$ cat config.mk
export PLATFORM = sky130hd
export DESIGN_NAME = ccicfg_regs
export DESIGN_NICKNAME = d
export VERILOG_FILES = /design/src/common/ccicfg_pkg.sv /design/src/verilog/ccicfg_reg_cell.sv /design/src/verilog/ccicfg_regs.sv
export VERILOG_INCLUDE_DIRS = /design/src /design/src/common
export SDC_FILE = /design/constraint.sdc
export NUM_CORES = 1
export LEC_CHECK = 0
export BUFFER_PORTS_ARGS = -buffer_cell sky130_fd_sc_hd__buf_2
export CAP_MARGIN = 10
export CORE_UTILIZATION = 62
export CTS_BUF_LIST = sky130_fd_sc_hd__clkbuf_8
export CTS_CLUSTER_SIZE = 16
export DETAILED_ROUTE_END_ITERATION = 16
export PLACE_DENSITY = 0.9
export SETUP_SLACK_MARGIN = 0.4
export SYNTH_ARGS = -nofsm -noshare
export SYNTH_HDL_FRONTEND = slang
export SYNTH_SLANG_ARGS = --single-unit
$ cat constraint.sdc
create_clock -name CLK -period 2.8 [get_ports CLK]
set_input_delay 0.28 -clock CLK [delete_from_list [all_inputs] [get_ports CLK]]
set_output_delay 0.28 -clock CLK [all_outputs]
set_load 0.02 [all_outputs]
$ cat src/common/ccicfg_defines.svh
// constants for the caption inserter channel a configuration register bank
`ifndef CCICFG_DEFINES_SVH
`define CCICFG_DEFINES_SVH

// ==========================================================================
// register offsets
`define CCICFG_OFF_HD_LINE      8'h00
`define CCICFG_OFF_UNUSED_ONE   8'h01
`define CCICFG_OFF_SD_LINE      8'h02
`define CCICFG_OFF_SVC_ONE      8'h03
`define CCICFG_OFF_SVC_TWO      8'h04
`define CCICFG_OFF_LANG_FIRST   8'h05
`define CCICFG_OFF_LANG_SECOND  8'h06
`define CCICFG_OFF_LANG_THIRD   8'h07
`define CCICFG_OFF_TX_FEAT      8'h08
`define CCICFG_OFF_GPI_SD_HOFS  8'h09
`define CCICFG_OFF_GPI_SD_LINE  8'h0a
`define CCICFG_OFF_GPI_HD_LINE  8'h0b
`define CCICFG_OFF_GPI_POL      8'h0f
`define CCICFG_OFF_SPECIAL_TWO  8'h10
`define CCICFG_OFF_REGEN_BLANK  8'h11
`define CCICFG_OFF_GPI_INS_TO   8'h12
`define CCICFG_OFF_GPI_TX_MAP   8'h13
`define CCICFG_OFF_GPI_FLD_MAP  8'h14
`define CCICFG_OFF_MON_CHAN     8'h1d
`define CCICFG_OFF_TIMING_OFS   8'h4d
`define CCICFG_OFF_GPO_ONE_MAP  8'h4e
`define CCICFG_OFF_GPO_TWO_MAP  8'h4f
`define CCICFG_NUM_REGS         22

// ==========================================================================
// reset values
`define CCICFG_RST_HD_LINE      8'h09
`define CCICFG_RST_UNUSED_ONE   8'h13
`define CCICFG_RST_SD_LINE      8'h15
`define CCICFG_RST_SVC_ONE      8'h00
`define CCICFG_RST_SVC_TWO      8'h81
`define CCICFG_RST_LANG_FIRST   8'h65
`define CCICFG_RST_LANG_SECOND  8'h6e
`define CCICFG_RST_LANG_THIRD   8'h67
`define CCICFG_RST_TX_FEAT      8'h00
`define CCICFG_RST_GPI_SD_LINE  8'h0d
`define CCICFG_RST_GPI_HD_LINE  8'h0d
`define CCICFG_RST_ZERO         8'h00

// ==========================================================================
// accepted value ranges
`define CCICFG_HD_LINE_MIN      8'h07
`define CCICFG_HD_LINE_MAX      8'h19
`define CCICFG_SD_LINE_MIN      8'h06
`define CCICFG_SD_LINE_MAX      8'h16
`define CCICFG_LETTER_MIN       8'h61
`define CCICFG_LETTER_MAX       8'h7a
`define CCICFG_ANY_MIN          8'h00
`define CCICFG_ANY_MAX          8'hff

// ==========================================================================
// writable bit masks, unused bits read as zero
`define CCICFG_MASK_ALL         8'hff
`define CCICFG_MASK_SVC_ONE     8'hc0
`define CCICFG_MASK_TX_FEAT     8'hf7
`define CCICFG_MASK_SPECIAL_TWO 8'h38

// ==========================================================================
// field positions
`define CCICFG_BIT_ASPECT       7
`define CCICFG_BIT_EASY_READER  6
`define CCICFG_BIT_DIGITAL      7
`define CCICFG_SVC_NUM_HI       6
`define CCICFG_SVC_NUM_LO       1
`define CCICFG_BIT_FIELD        0
`define CCICFG_BIT_SMPTE333     7
`define CCICFG_BAUD_HI          6
`define CCICFG_BAUD_LO          5
`define CCICFG_BIT_RAW_FMT      4
`define CCICFG_BIT_SD_VANC      2
`define CCICFG_BIT_XDS_OFF      1
`define CCICFG_BIT_HD_VANC_OFF  0
`define CCICFG_VOUT_HI          4
`define CCICFG_VOUT_LO          3
`define CCICFG_BIT_GPI_TX_OR    5

`endif

$ cat src/common/ccicfg_pkg.sv
// types shared by the caption inserter configuration register bank
package ccicfg_pkg;

  // serial speed code of the transmission feature register
  typedef logic [1:0] ccicfg_baud_t;

  // one caption service descriptor as the inserter consumes it
  typedef struct packed {
    logic       wide_aspect;
    logic       easy_reader;
    logic       digital;
    logic [5:0] service_number;
    logic       field_two;
    logic [7:0] lang_first;
    logic [7:0] lang_second;
    logic [7:0] lang_third;
  } ccicfg_service_s;

  // decoded configuration seen by the rest of the inserter
  typedef struct packed {
    logic [7:0]      hd_caption_line;
    logic [7:0]      sd_caption_line;
    ccicfg_service_s service;
    logic            smpte333_enable;
    ccicfg_baud_t    com_speed;
    logic            raw_output;
    logic            sd_vanc_insert;
    logic            smart_xds_enable;
    logic            hd_vanc_enable;
    logic [7:0]      gpi_sd_line;
    logic [7:0]      gpi_hd_line;
    logic [7:0]      gpi_polarity;
    logic            gpi_tx_or_rx;
    logic [1:0]      video_out_mode;
    logic [7:0]      regen_blank;
    logic [7:0]      gpi_insert_timeout;
    logic [7:0]      gpi_tx_map;
    logic [7:0]      monitor_channel;
    logic [7:0]      gpo_one_map;
    logic [7:0]      gpo_two_map;
  } ccicfg_cfg_s;

endpackage

$ cat src/verilog/ccicfg_reg_cell.sv
// one range-checked configuration register
module ccicfg_reg_cell #(
  parameter logic [7:0] RST_VAL = 8'h00,
  parameter logic [7:0] MIN_VAL = 8'h00,
  parameter logic [7:0] MAX_VAL = 8'hff,
  parameter logic [7:0] MASK    = 8'hff
) (
  // clock and reset
  input  wire logic       clk,
  input  wire logic       arst_n,
  // write request from the decoder
  input  wire logic       wr,
  input  wire logic [7:0] wdata,
  // state
  output logic            in_range,
  output logic [7:0]      value
);

  // ==========================================================================
  // range check
  logic [7:0] masked;
  logic [7:0] value_reg;
  logic [7:0] value_next;

  // only the implemented bits take part in the range compare
  assign masked   = wdata & MASK;
  assign in_range = (masked >= MIN_VAL) && (masked <= MAX_VAL);
  // an out-of-range write leaves the old value, so the line never goes illegal
  assign value_next = (wr && in_range) ? masked : value_reg;
  assign value      = value_reg;

  // storage
  always_ff @(posedge clk or negedge arst_n) begin
    if (!arst_n) begin
      value_reg <= RST_VAL;
    end else begin
      value_reg <= value_next;
    end
  end

endmodule

$ cat src/verilog/ccicfg_regs.sv
// channel a configuration register bank of the caption inserter
`include "ccicfg_defines.svh"

// ==========================================================================
// Functional notes
// - hd caption line, range 07-19, reset 09h
// - sd caption line, range 06-16, reset 15h
// - service bit7 aspect: 0 4:3, 1 16:9
// - service bit6 marks easy reader service
// - second service: bit7 digital, bit0 field two
// - bits 6:1 service number when digital, reset 81h
// - three lower-case language letters, reset e,n,g
// - transmission bit7 smpte333 enable, no effect yet
// - transmission bit4 selects raw decoded output
// - transmission bit1 set disables smart xds
// - transmission bit0 set disables hd vanc insertion
// - gpi sd data line, range 06h-16h, reset 0dh
module ccicfg_regs (
  // clock and reset
  input  wire logic                CLK,
  input  wire logic                ARST_N,
  // register access port from the terminal logic
  input  wire logic                REG_WR,
  input  wire logic                REG_RD,
  input  wire logic [7:0]          REG_ADDR,
  input  wire logic [7:0]          REG_WDATA,
  output logic [7:0]               REG_RDATA,
  output logic                     REG_RVALID,
  output logic                     REG_WR_REFUSED,
  // decoded configuration
  output ccicfg_pkg::ccicfg_cfg_s  CFG
);

  // ==========================================================================
  // register table
  localparam int N = `CCICFG_NUM_REGS;

  // index of each register in the table below
  localparam int I_HD    = 0;
  localparam int I_U1    = 1;
  localparam int I_SD    = 2;
  localparam int I_SV1   = 3;
  localparam int I_SV2   = 4;
  localparam int I_L1    = 5;
  localparam int I_L2    = 6;
  localparam int I_L3    = 7;
  localparam int I_TX    = 8;
  localparam int I_HOFS  = 9;
  localparam int I_GSD   = 10;
  localparam int I_GHD   = 11;
  localparam int I_POL   = 12;
  localparam int I_SP2   = 13;
  localparam int I_RGN   = 14;
  localparam int I_GINS  = 15;
  localparam int I_GTX   = 16;
  localparam int I_GFLD  = 17;
  localparam int I_MON   = 18;
  localparam int I_TOFS  = 19;
  localparam int I_GPO1  = 20;
  localparam int I_GPO2  = 21;

  // offsets in index order
  localparam logic [7:0] OFF [N] = '{
    `CCICFG_OFF_HD_LINE,     `CCICFG_OFF_UNUSED_ONE,  `CCICFG_OFF_SD_LINE,
    `CCICFG_OFF_SVC_ONE,     `CCICFG_OFF_SVC_TWO,     `CCICFG_OFF_LANG_FIRST,
    `CCICFG_OFF_LANG_SECOND, `CCICFG_OFF_LANG_THIRD,  `CCICFG_OFF_TX_FEAT,
    `CCICFG_OFF_GPI_SD_HOFS, `CCICFG_OFF_GPI_SD_LINE, `CCICFG_OFF_GPI_HD_LINE,
    `CCICFG_OFF_GPI_POL,     `CCICFG_OFF_SPECIAL_TWO, `CCICFG_OFF_REGEN_BLANK,
    `CCICFG_OFF_GPI_INS_TO,  `CCICFG_OFF_GPI_TX_MAP,  `CCICFG_OFF_GPI_FLD_MAP,
    `CCICFG_OFF_MON_CHAN,    `CCICFG_OFF_TIMING_OFS,  `CCICFG_OFF_GPO_ONE_MAP,
    `CCICFG_OFF_GPO_TWO_MAP
  };

  // reset values; registers with no documented default come up as zero
  localparam logic [7:0] RST [N] = '{
    `CCICFG_RST_HD_LINE,
    `CCICFG_RST_UNUSED_ONE,
    `CCICFG_RST_SD_LINE,
    `CCICFG_RST_SVC_ONE,
    `CCICFG_RST_SVC_TWO,
    `CCICFG_RST_LANG_FIRST,
    `CCICFG_RST_LANG_SECOND,
    `CCICFG_RST_LANG_THIRD,
    `CCICFG_RST_TX_FEAT,
    `CCICFG_RST_ZERO,
    `CCICFG_RST_GPI_SD_LINE,
    `CCICFG_RST_GPI_HD_LINE,
    `CCICFG_RST_ZERO, `CCICFG_RST_ZERO, `CCICFG_RST_ZERO, `CCICFG_RST_ZERO,
    `CCICFG_RST_ZERO, `CCICFG_RST_ZERO, `CCICFG_RST_ZERO, `CCICFG_RST_ZERO,
    `CCICFG_RST_ZERO, `CCICFG_RST_ZERO
  };

  // lowest accepted value
  localparam logic [7:0] MINV [N] = '{
    `CCICFG_HD_LINE_MIN,
    `CCICFG_ANY_MIN,
    `CCICFG_SD_LINE_MIN,
    `CCICFG_ANY_MIN, `CCICFG_ANY_MIN,
    `CCICFG_LETTER_MIN,
    `CCICFG_LETTER_MIN,
    `CCICFG_LETTER_MIN,
    `CCICFG_ANY_MIN, `CCICFG_ANY_MIN,
    `CCICFG_SD_LINE_MIN,
    `CCICFG_HD_LINE_MIN,     // gpi hd line, same span as the caption line
    `CCICFG_ANY_MIN,
    `CCICFG_ANY_MIN,
    `CCICFG_ANY_MIN,
    `CCICFG_ANY_MIN,
    `CCICFG_ANY_MIN,
    `CCICFG_ANY_MIN,
    `CCICFG_ANY_MIN,
    `CCICFG_ANY_MIN,
    `CCICFG_ANY_MIN,
    `CCICFG_ANY_MIN
  };

  // highest accepted value
  localparam logic [7:0] MAXV [N] = '{
    `CCICFG_HD_LINE_MAX,
    `CCICFG_ANY_MAX,
    `CCICFG_SD_LINE_MAX,
    `CCICFG_ANY_MAX, `CCICFG_ANY_MAX,
    `CCICFG_LETTER_MAX,
    `CCICFG_LETTER_MAX,
    `CCICFG_LETTER_MAX,
    `CCICFG_ANY_MAX, `CCICFG_ANY_MAX,
    `CCICFG_SD_LINE_MAX,
    `CCICFG_HD_LINE_MAX,     // gpi hd line, same span as the caption line
    `CCICFG_ANY_MAX,
    `CCICFG_ANY_MAX,
    `CCICFG_ANY_MAX,
    `CCICFG_ANY_MAX,
    `CCICFG_ANY_MAX,
    `CCICFG_ANY_MAX,
    `CCICFG_ANY_MAX,
    `CCICFG_ANY_MAX,
    `CCICFG_ANY_MAX,
    `CCICFG_ANY_MAX
  };

  // implemented bits; unused bits are not stored and read as zero
  localparam logic [7:0] MSK [N] = '{
    `CCICFG_MASK_ALL,         // hd caption line
    `CCICFG_MASK_ALL,         // unused slot
    `CCICFG_MASK_ALL,         // sd caption line
    `CCICFG_MASK_SVC_ONE,
    `CCICFG_MASK_ALL,         // service two
    `CCICFG_MASK_ALL,         // first letter
    `CCICFG_MASK_ALL,         // second letter
    `CCICFG_MASK_ALL,         // third letter
    `CCICFG_MASK_TX_FEAT,
    `CCICFG_MASK_ALL,         // gpi horizontal offset
    `CCICFG_MASK_ALL,         // gpi sd line
    `CCICFG_MASK_ALL,         // gpi hd line
    `CCICFG_MASK_ALL,         // gpi polarity
    `CCICFG_MASK_SPECIAL_TWO, // special features two
    `CCICFG_MASK_ALL,         // regen and blank
    `CCICFG_MASK_ALL,         // gpi insert and timeout
    `CCICFG_MASK_ALL,         // gpi tx mapping
    `CCICFG_MASK_ALL,         // gpi field blank mapping
    `CCICFG_MASK_ALL,         // monitor channel
    `CCICFG_MASK_ALL,         // timing offset
    `CCICFG_MASK_ALL,         // gpo pair one
    `CCICFG_MASK_ALL          // gpo pair two
  };

  // ==========================================================================
  // address decode and register cells
  logic [N-1:0] hit;
  logic [N-1:0] ok;
  logic [7:0]   val  [N];
  logic [7:0]   term [N];
  logic [7:0]   chain [N+1];

  assign chain[0] = 8'h00;

  genvar g;
  generate
    for (g = 0; g < N; g = g + 1) begin : gen_cell
      // one-hot hit on the exact offset
      assign hit[g] = (REG_ADDR == OFF[g]);

      ccicfg_reg_cell #(
        .RST_VAL (RST[g]),
        .MIN_VAL (MINV[g]),
        .MAX_VAL (MAXV[g]),
        .MASK    (MSK[g])
      ) u_cell (
        .clk      (CLK),
        .arst_n   (ARST_N),
        .wr       (REG_WR && hit[g]),
        .wdata    (REG_WDATA),
        .in_range (ok[g]),
        .value    (val[g])
      );

      // read selection as an or-chain of gated values
      assign term[g]    = hit[g] ? val[g] : 8'h00;
      assign chain[g+1] = chain[g] | term[g];
    end
  endgenerate

  // ==========================================================================
  // access answers
  logic       mapped;
  logic       range_hit;
  logic       wr_unlisted;
  logic       wr_out_of_range;
  logic       refuse;
  logic [7:0] rdata_reg;
  logic [7:0] rdata_next;
  logic       rvalid_reg;
  logic       refused_reg;

  // an unlisted offset stores nothing and reads back zero
  assign mapped = |hit;
  // range verdict of the addressed cell; only one cell can be hit
  assign range_hit = |(hit & ok);
  // both kinds of refused write share one pulse: software only needs to
  // know that its value did not land, not which check stopped it
  assign wr_unlisted     = REG_WR && !mapped;
  assign wr_out_of_range = REG_WR && mapped && !range_hit;
  assign refuse          = wr_unlisted || wr_out_of_range;
  // a read taken with a write sees the value from before the write
  assign rdata_next = REG_RD ? chain[N] : rdata_reg;

  // registered read data, valid pulse and refusal pulse
  always_ff @(posedge CLK or negedge ARST_N) begin
    if (!ARST_N) begin
      rdata_reg   <= 8'h00;
      rvalid_reg  <= 1'b0;
      refused_reg <= 1'b0;
    end else begin
      rdata_reg   <= rdata_next;
      rvalid_reg  <= REG_RD;
      refused_reg <= refuse;
    end
  end

  assign REG_RDATA      = rdata_reg;
  assign REG_RVALID     = rvalid_reg;
  assign REG_WR_REFUSED = refused_reg;

  // ==========================================================================
  // caption line selection
  assign CFG.hd_caption_line = val[I_HD];
  assign CFG.sd_caption_line = val[I_SD];

  // ==========================================================================
  // caption service descriptor
  logic [7:0] sv1;
  logic [7:0] sv2;

  assign sv1 = val[I_SV1];
  assign sv2 = val[I_SV2];

  // aspect and easy reader flags come straight from the first register
  assign CFG.service.wide_aspect = sv1[`CCICFG_BIT_ASPECT];
  assign CFG.service.easy_reader = sv1[`CCICFG_BIT_EASY_READER];
  assign CFG.service.digital     = sv2[`CCICFG_BIT_DIGITAL];
  assign CFG.service.field_two   = sv2[`CCICFG_BIT_FIELD];
  // the service number means nothing for an analog service, so it is forced
  // to zero there rather than passing a stale number downstream
  assign CFG.service.service_number = sv2[`CCICFG_BIT_DIGITAL] ?
      sv2[`CCICFG_SVC_NUM_HI:`CCICFG_SVC_NUM_LO] : 6'h00;
  // language letters are range-held in their cells
  assign CFG.service.lang_first  = val[I_L1];
  assign CFG.service.lang_second = val[I_L2];
  assign CFG.service.lang_third  = val[I_L3];

  // ==========================================================================
  // transmission features
  logic [7:0] txf;

  assign txf = val[I_TX];

  // stored and reported only; nothing acts on it yet
  assign CFG.smpte333_enable = txf[`CCICFG_BIT_SMPTE333];
  // speed code is only held for the terminal; this port is not retimed by it
  assign CFG.com_speed       = txf[`CCICFG_BAUD_HI:`CCICFG_BAUD_LO];
  assign CFG.raw_output      = txf[`CCICFG_BIT_RAW_FMT];
  assign CFG.sd_vanc_insert  = txf[`CCICFG_BIT_SD_VANC];
  // both bits are written as disables, so they are inverted into enables
  assign CFG.smart_xds_enable = !txf[`CCICFG_BIT_XDS_OFF];
  assign CFG.hd_vanc_enable   = !txf[`CCICFG_BIT_HD_VANC_OFF];

  // ==========================================================================
  // gpi and output control
  logic [7:0] sp2;

  assign sp2 = val[I_SP2];

  // gpi lines are range-held in their cells like the caption lines; polarity and map
  // bytes other than the gpi field blank map pass whole, their bit meaning belongs downstream
  assign CFG.gpi_sd_line        = val[I_GSD];
  assign CFG.gpi_hd_line        = val[I_GHD];
  assign CFG.gpi_polarity       = val[I_POL];
  assign CFG.gpi_tx_or_rx       = sp2[`CCICFG_BIT_GPI_TX_OR];
  assign CFG.video_out_mode     = sp2[`CCICFG_VOUT_HI:`CCICFG_VOUT_LO];
  assign CFG.regen_blank        = val[I_RGN];
  assign CFG.gpi_insert_timeout = val[I_GINS];
  assign CFG.gpi_tx_map         = val[I_GTX];
  assign CFG.monitor_channel    = val[I_MON];
  assign CFG.gpo_one_map        = val[I_GPO1];
  assign CFG.gpo_two_map        = val[I_GPO2];

endmodule

Word level (Yosys, flattened, before mapping)
Cells that the tools add are included.
- output and inout port bits: 142
- input bits: 20
- register bits after elaboration: 174
- word-level logic and storage cells: 167
- bitwise operators: 22
- equality and inequality tests: 21
- muxes and demuxes: 23
- reductions and logical operators: 62
- order comparisons: 14
- operator list (cell ; number):
    2-to-1 mux 8 bit ; 21
    OR 8 bit ; 20
    logical AND 1 bit ; 54
    equality test 8 x 5 -> 1 bit, second input constant ; 6
    OR reduction 22 bit ; 2
    equality test 8 x 4 -> 1 bit, second input constant ; 5
    equality test 8 x 3 -> 1 bit, second input constant ; 4
    equality test 8 x 7 -> 1 bit, second input constant ; 3
    >= comparator 8 x 1 -> 1 bit, second input constant ; 3
    <= comparator 8 bit, second input constant ; 3
    AND 22 bit ; 1
    equality test 8 x 2 -> 1 bit, second input constant ; 2
    >= comparator 8 x 3 -> 1 bit, second input constant ; 2
    <= comparator 8 x 5 -> 1 bit, second input constant ; 2
    2-to-1 mux 6 bit ; 2
    equality test 8 x 1 -> 1 bit, second input constant ; 1
    >= comparator 8 x 7 -> 1 bit, second input constant ; 1
    <= comparator 6 x 8 -> 1 bit, second input constant ; 1
    <= comparator 8 x 7 -> 1 bit, second input constant ; 1
    logical NOT 8 bit ; 1
    OR 8 x 6 -> 8 bit ; 1
    >= comparator 6 x 1 -> 1 bit, second input constant ; 1
    logical NOT 1 bit ; 4
    logical OR 1 bit ; 1

Longest topological paths before layout
- depth after elaboration: 23
- depth in mapped cells: 9
- gate-level depth less buffers: 5

By module
Synthesis repeated with hierarchy kept, for this count alone.
- cells, all modules: 760
- area total of the unflattened synthesis: 9604.2 um^2
- by module, submodules not included (module ; seq. area each (um^2) ; cells an instance ; instances ; area an instance (um^2)):
    ccicfg_reg_cell at gen_cell[12].u_cell ... ; 200.2 ; 19 ; 10 ; 342.8
    ccicfg_regs ; 250.2 ; 327 ; 1 ; 2464.9
    ccicfg_reg_cell at gen_cell[6].u_cell ... ; 206.4 ; 25 ; 2 ; 354.1
    ccicfg_reg_cell at gen_cell[10].u_cell ... ; 203.9 ; 21 ; 2 ; 324.1
    ccicfg_reg_cell at gen_cell[5].u_cell ; 205.2 ; 25 ; 1 ; 352.8
    ccicfg_reg_cell at gen_cell[11].u_cell ; 203.9 ; 21 ; 1 ; 351.6
    ccicfg_reg_cell at gen_cell[0].u_cell ; 202.7 ; 21 ; 1 ; 350.3
    ccicfg_reg_cell at gen_cell[1].u_cell ; 203.9 ; 19 ; 1 ; 346.6
    ccicfg_reg_cell at gen_cell[4].u_cell ; 202.7 ; 19 ; 1 ; 345.3
    ccicfg_reg_cell at gen_cell[8].u_cell ; 175.2 ; 19 ; 1 ; 314.1
    ccicfg_reg_cell at gen_cell[13].u_cell ; 75.1 ; 14 ; 1 ; 161.4
    ccicfg_reg_cell at gen_cell[3].u_cell ; 50.0 ; 13 ; 1 ; 132.6

Worst setup path before layout
OpenSTA, ideal clock, no wires.
- kind: input to register
- start: input port REG_ADDR[5]
- end: register gen_cell[0].u_cell.value_reg[1]
- setup time: 125 ps
- required time: 2675 ps
- cell stages on the path: 6
- data arrival time: 1908 ps
- path buffers: 1
- path slack: 768 ps
- path through: or4_4 -> buf_6 -> nor3_4 -> nand2_4 -> nor2_4 -> mux2_2
- longest elaborated chain between the ends: 3
- ends and longest elaborated chain (element ; RTL line ; RTL):
    from (decl) ; ccicfg_regs.sv:25 ; input wire logic [7:0] REG_ADDR,
    logical NOT 8 bit ; ccicfg_regs.sv:181 ; assign hit[g] = (REG_ADDR == OFF[g]);
    logical AND 1 bit ; ccicfg_regs.sv:191 ; .wr (REG_WR && hit[g]),
    logical AND 1 bit ; ccicfg_reg_cell.sv:29 ; assign value_next = (wr && in_range) ? masked : value_reg;
    to (signal assigned) ; ccicfg_reg_cell.sv:37 ; value_reg <= value_next;
    to (decl) ; ccicfg_reg_cell.sv:22 ; logic [7:0] value_reg;
No other way between the ends.
A chain may end at the register's enable or synchronous reset.

Worst setup path in the final report
- start: input port REG_ADDR[5]
- end: register gen_cell[7].u_cell.value_reg[4]
- longest elaborated chain between the ends: 3
- ends and longest elaborated chain (element ; RTL line):
    equality test 8 x 3 -> 1 bit ; ccicfg_regs.sv:181
    logical AND 1 bit ; ccicfg_regs.sv:191
    logical AND 1 bit ; ccicfg_reg_cell.sv:29
    to (signal assigned) ; ccicfg_reg_cell.sv:37
    to (decl) ; ccicfg_reg_cell.sv:22
No other way between the ends.

==> impl_metrics.ini <==
[sta]
rsz0062_at_grt = false
slew_headroom_pct = 39.4
finalCriticalPeriod_ns = 1.95
setup_viol = 0
worst_pin_slew_ns = 0.906
final_max_slew_viol_count = 0
fin_tns_setup_ns = 0
worst_clock_skew_ns = 0.00893
fmax_mhz = 512
fin_crit_sh_pct = 69.8
hold_violations = 0

[synthesis]
ys_types = 71
synth_top_area_share_pct = 42.6
synth.avg_cell_area_um2 = 12.5
synth_top_cell_by_area = dfrtp_1
synth_area_um2 = 8450
synth_area_leaders = dfrtp_1 (43%), mux2_2 (22%), dfstp_2 (9.3%)
synthFlopType = dfrtp_1
synth_cells = 678
synth.net_count = 698
synth_warnings = 0
synth_seq_cells = 174
synth_edf_count = 0
ys_seq_area_share_pct = 52.0
async_flop_share_pct = 100

[worst_setup_path]
crit_required_ns = 3.16
reg2reg_from = gen_cell[15].u_cell.value[3]
r2r_cells = 5
reg2reg_to = REG_RDATA[3]
start_kind = primary input
crit_arrival_ns = 2.32
end_kind = flip-flop
reg2reg_setup_slack_ns = 0.99
crit_type = in2reg
crit_start = REG_ADDR[5]
critPathMaxFanout = 13

[layout]
area_delta_synth_final_pct = 18.1
nets = 862
final_common_cell = mux2_2
largest_reg_flops = 164
fillers = 900
antenna_cells = 0
drive_above_1_share_pct = 53.0
layout_common_cells = mux2_2 (164), buf_2 (160), dfrtp_1 (144), buf_4 (39), dfstp_2 (30)
final_util_pct = 75.4

[global_routing]
grt_pass1_wl_mm = 42.8
grt_usage_pct = 41.6
grt_max_degree = 77
antenna_found_initial = 0
overflow = 0
grt_pass1_vias = 6895

[clock_network]
cts_tree = yes
cts_buffers = 17
post_cts_resize_count = 0
cts.reportedPaths.clkPinSlew_ns = 0.09
cts_root_buf = clkbuf_8
clock-sinks = 174
clkLatencyLatePin_ns = 0.47
cts_max_path_buffers = 2
htree_levels = 4

[power]
p_total_mw = 5.19
cellPowerDensity_nw_per_um2 = 520
power_frac_seq_pct = 51.6
power_frac_comb_pct = 11.3
clockPowerShare_pct = 37.0
p_int_mw = 3.81
p_sw_share_pct = 26.5
switching_power_mw = 1.38
vdd_drop_max_mv = 0.374
leakage_nw = 5.08

[floorplan]
dieHeight_um = 119
die_x_um = 119
floorplan.initialDensity_pct = 63.8
die_area_um2 = 14100
pin_count = 162
core-area_um2 = 13200
rows = 42

[detailed_routing]
wirelength_mm = 28.2
post_drt_wl_per_cell_um = 27.3
wl_met1_mm = 11.2
drcViolationCount = 0
wl_met2_mm = 13.4
dr.pass1.iters = 5
top_layer = met4
ant_nets = 0
via_per_inst = 6.70
vias = 6908
drtIter0Drc = 722
dr_wl_met3_mm = 2.47

[worst_hold_path]
min_path_cells = 1
hold_start = REG_RD
hp-class = in2reg
min_to = REG_RVALID

[flow_run]
maxCapViolCount = 0

[placement]
place.gp.congestion = 0.950
port_buffers = 161
hpwl_mm = 20.2

[run_status]
status = complete, no violations
[final cells by class]
class | count | area [µm²] | area share, %
clock buffers | 19 | 262 | 2.62
clock inverters | 13 | 171 | 1.72
inverters | 5 | 18.8 | 0.188
multi-input cells | 441 | 3760 | 37.7
flip-flops and latches | 174 | 4390 | 44.0
well taps | 176 | 220 | 2.21
repair buffers | 203 | 1150 | 11.6
[layer usage]
| metal | track usage, % | vias up |
|---|---|---|
| li1 | - | 2855 |
| met3 | 8.35 | 82 |
| met4 | 18.4 | 0 |
| met2 | 65.9 | 420 |
| met5 | 0 | - |
| met1 | 55.8 | 3551 |
[repair_timing]
action | in CTS | in global routing
setup buffers | 0 | 0
hold endpoints to repair | 34 | 0
setup endpoints to repair | 0 | 0
hold buffers | 1 | 0
[power groups by stage]
stage / Sequential (mW) / Clock, mW / Combinational (mW)
final: 2.68 / 1.92 / 0.589
after floorplan: 2.77 / 0 / 0.250
after global routing: 2.69 / 2.01 / 0.620
after global placement: 2.72 / 0 / 0.564
after detailed placement: 2.72 / 0 / 0.577
after CTS: 2.68 / 1.92 / 0.581
[logic make-up (layout without fill, tap and decap cells)]
logic type | count (synthesis) | after routing | share of synthesized area, %
DFF | 174 | 174 | 52.0
muxes | 175 | 175 | 23.7
and+or+nand+nor | 154 | 154 | 10.9
buffers and inverters | 63 | 240 | 3.49
AOI/OAI and AO/OA | 112 | 112 | 9.86
[critical path, cell delays in order]
cell and delay (ns):
buf_2 0.13, or4_4 0.67, nor2_1 0.22, buf_4 0.17
and4_1 0.44, mux2_2 0.39
[worst max-delay path by stage]
stage | to | depth (start not counted)
floorplan | gen_cell[0].u_cell.value[1] | 6
global placement | REG_RDATA[1] | 6
detailed placement | gen_cell[7].u_cell.value[4] | 6
CTS | gen_cell[7].u_cell.value[4] | 6
global route | REG_WR_REFUSED | 5
finish | gen_cell[7].u_cell.value[4] | 6
[Yosys cell counts, types with 3 or more instances]
master and number:
a21oi_1 17, dfstp_2 30, mux4_2 4, and2_1 11, or2_2 8, nor2_1 20, nor3_1 7, buf_4 8
nand3_1 20, dfrtp_1 144, inv_1 4, buf_1 5, a22o_1 8, o32ai_1 3, a22oi_1 24, nor2b_1 17
o21ai_0 13, nand4_1 6, nand2_1 22, nand3b_1 3, a32oi_1 6, a211oi_1 4, a311oi_1 4, clkbuf_1 27
and3_1 11, o221ai_1 3, buf_2 17, o22ai_1 3, and4_1 3, mux2i_1 7, mux2_2 164, o2bb2ai_1 4
o32a_1 3
[metrics by stage]
stage	worst slack, ns	cells	hold WS [ns]	area, µm²
2_1_floorplan	0.768	678	-0.0156	8450
3_3_place_gp	0.433	998	0.225	9540
3_5_place_dp	0.421	998	0.229	9540
4_1_cts	0.924	1031	0.136	9980
5_1_grt	0.740	1031	0.143	9980
6_report	0.846	1031	0.150	9980
Note: power is estimated with default switching activity, not from simulation.
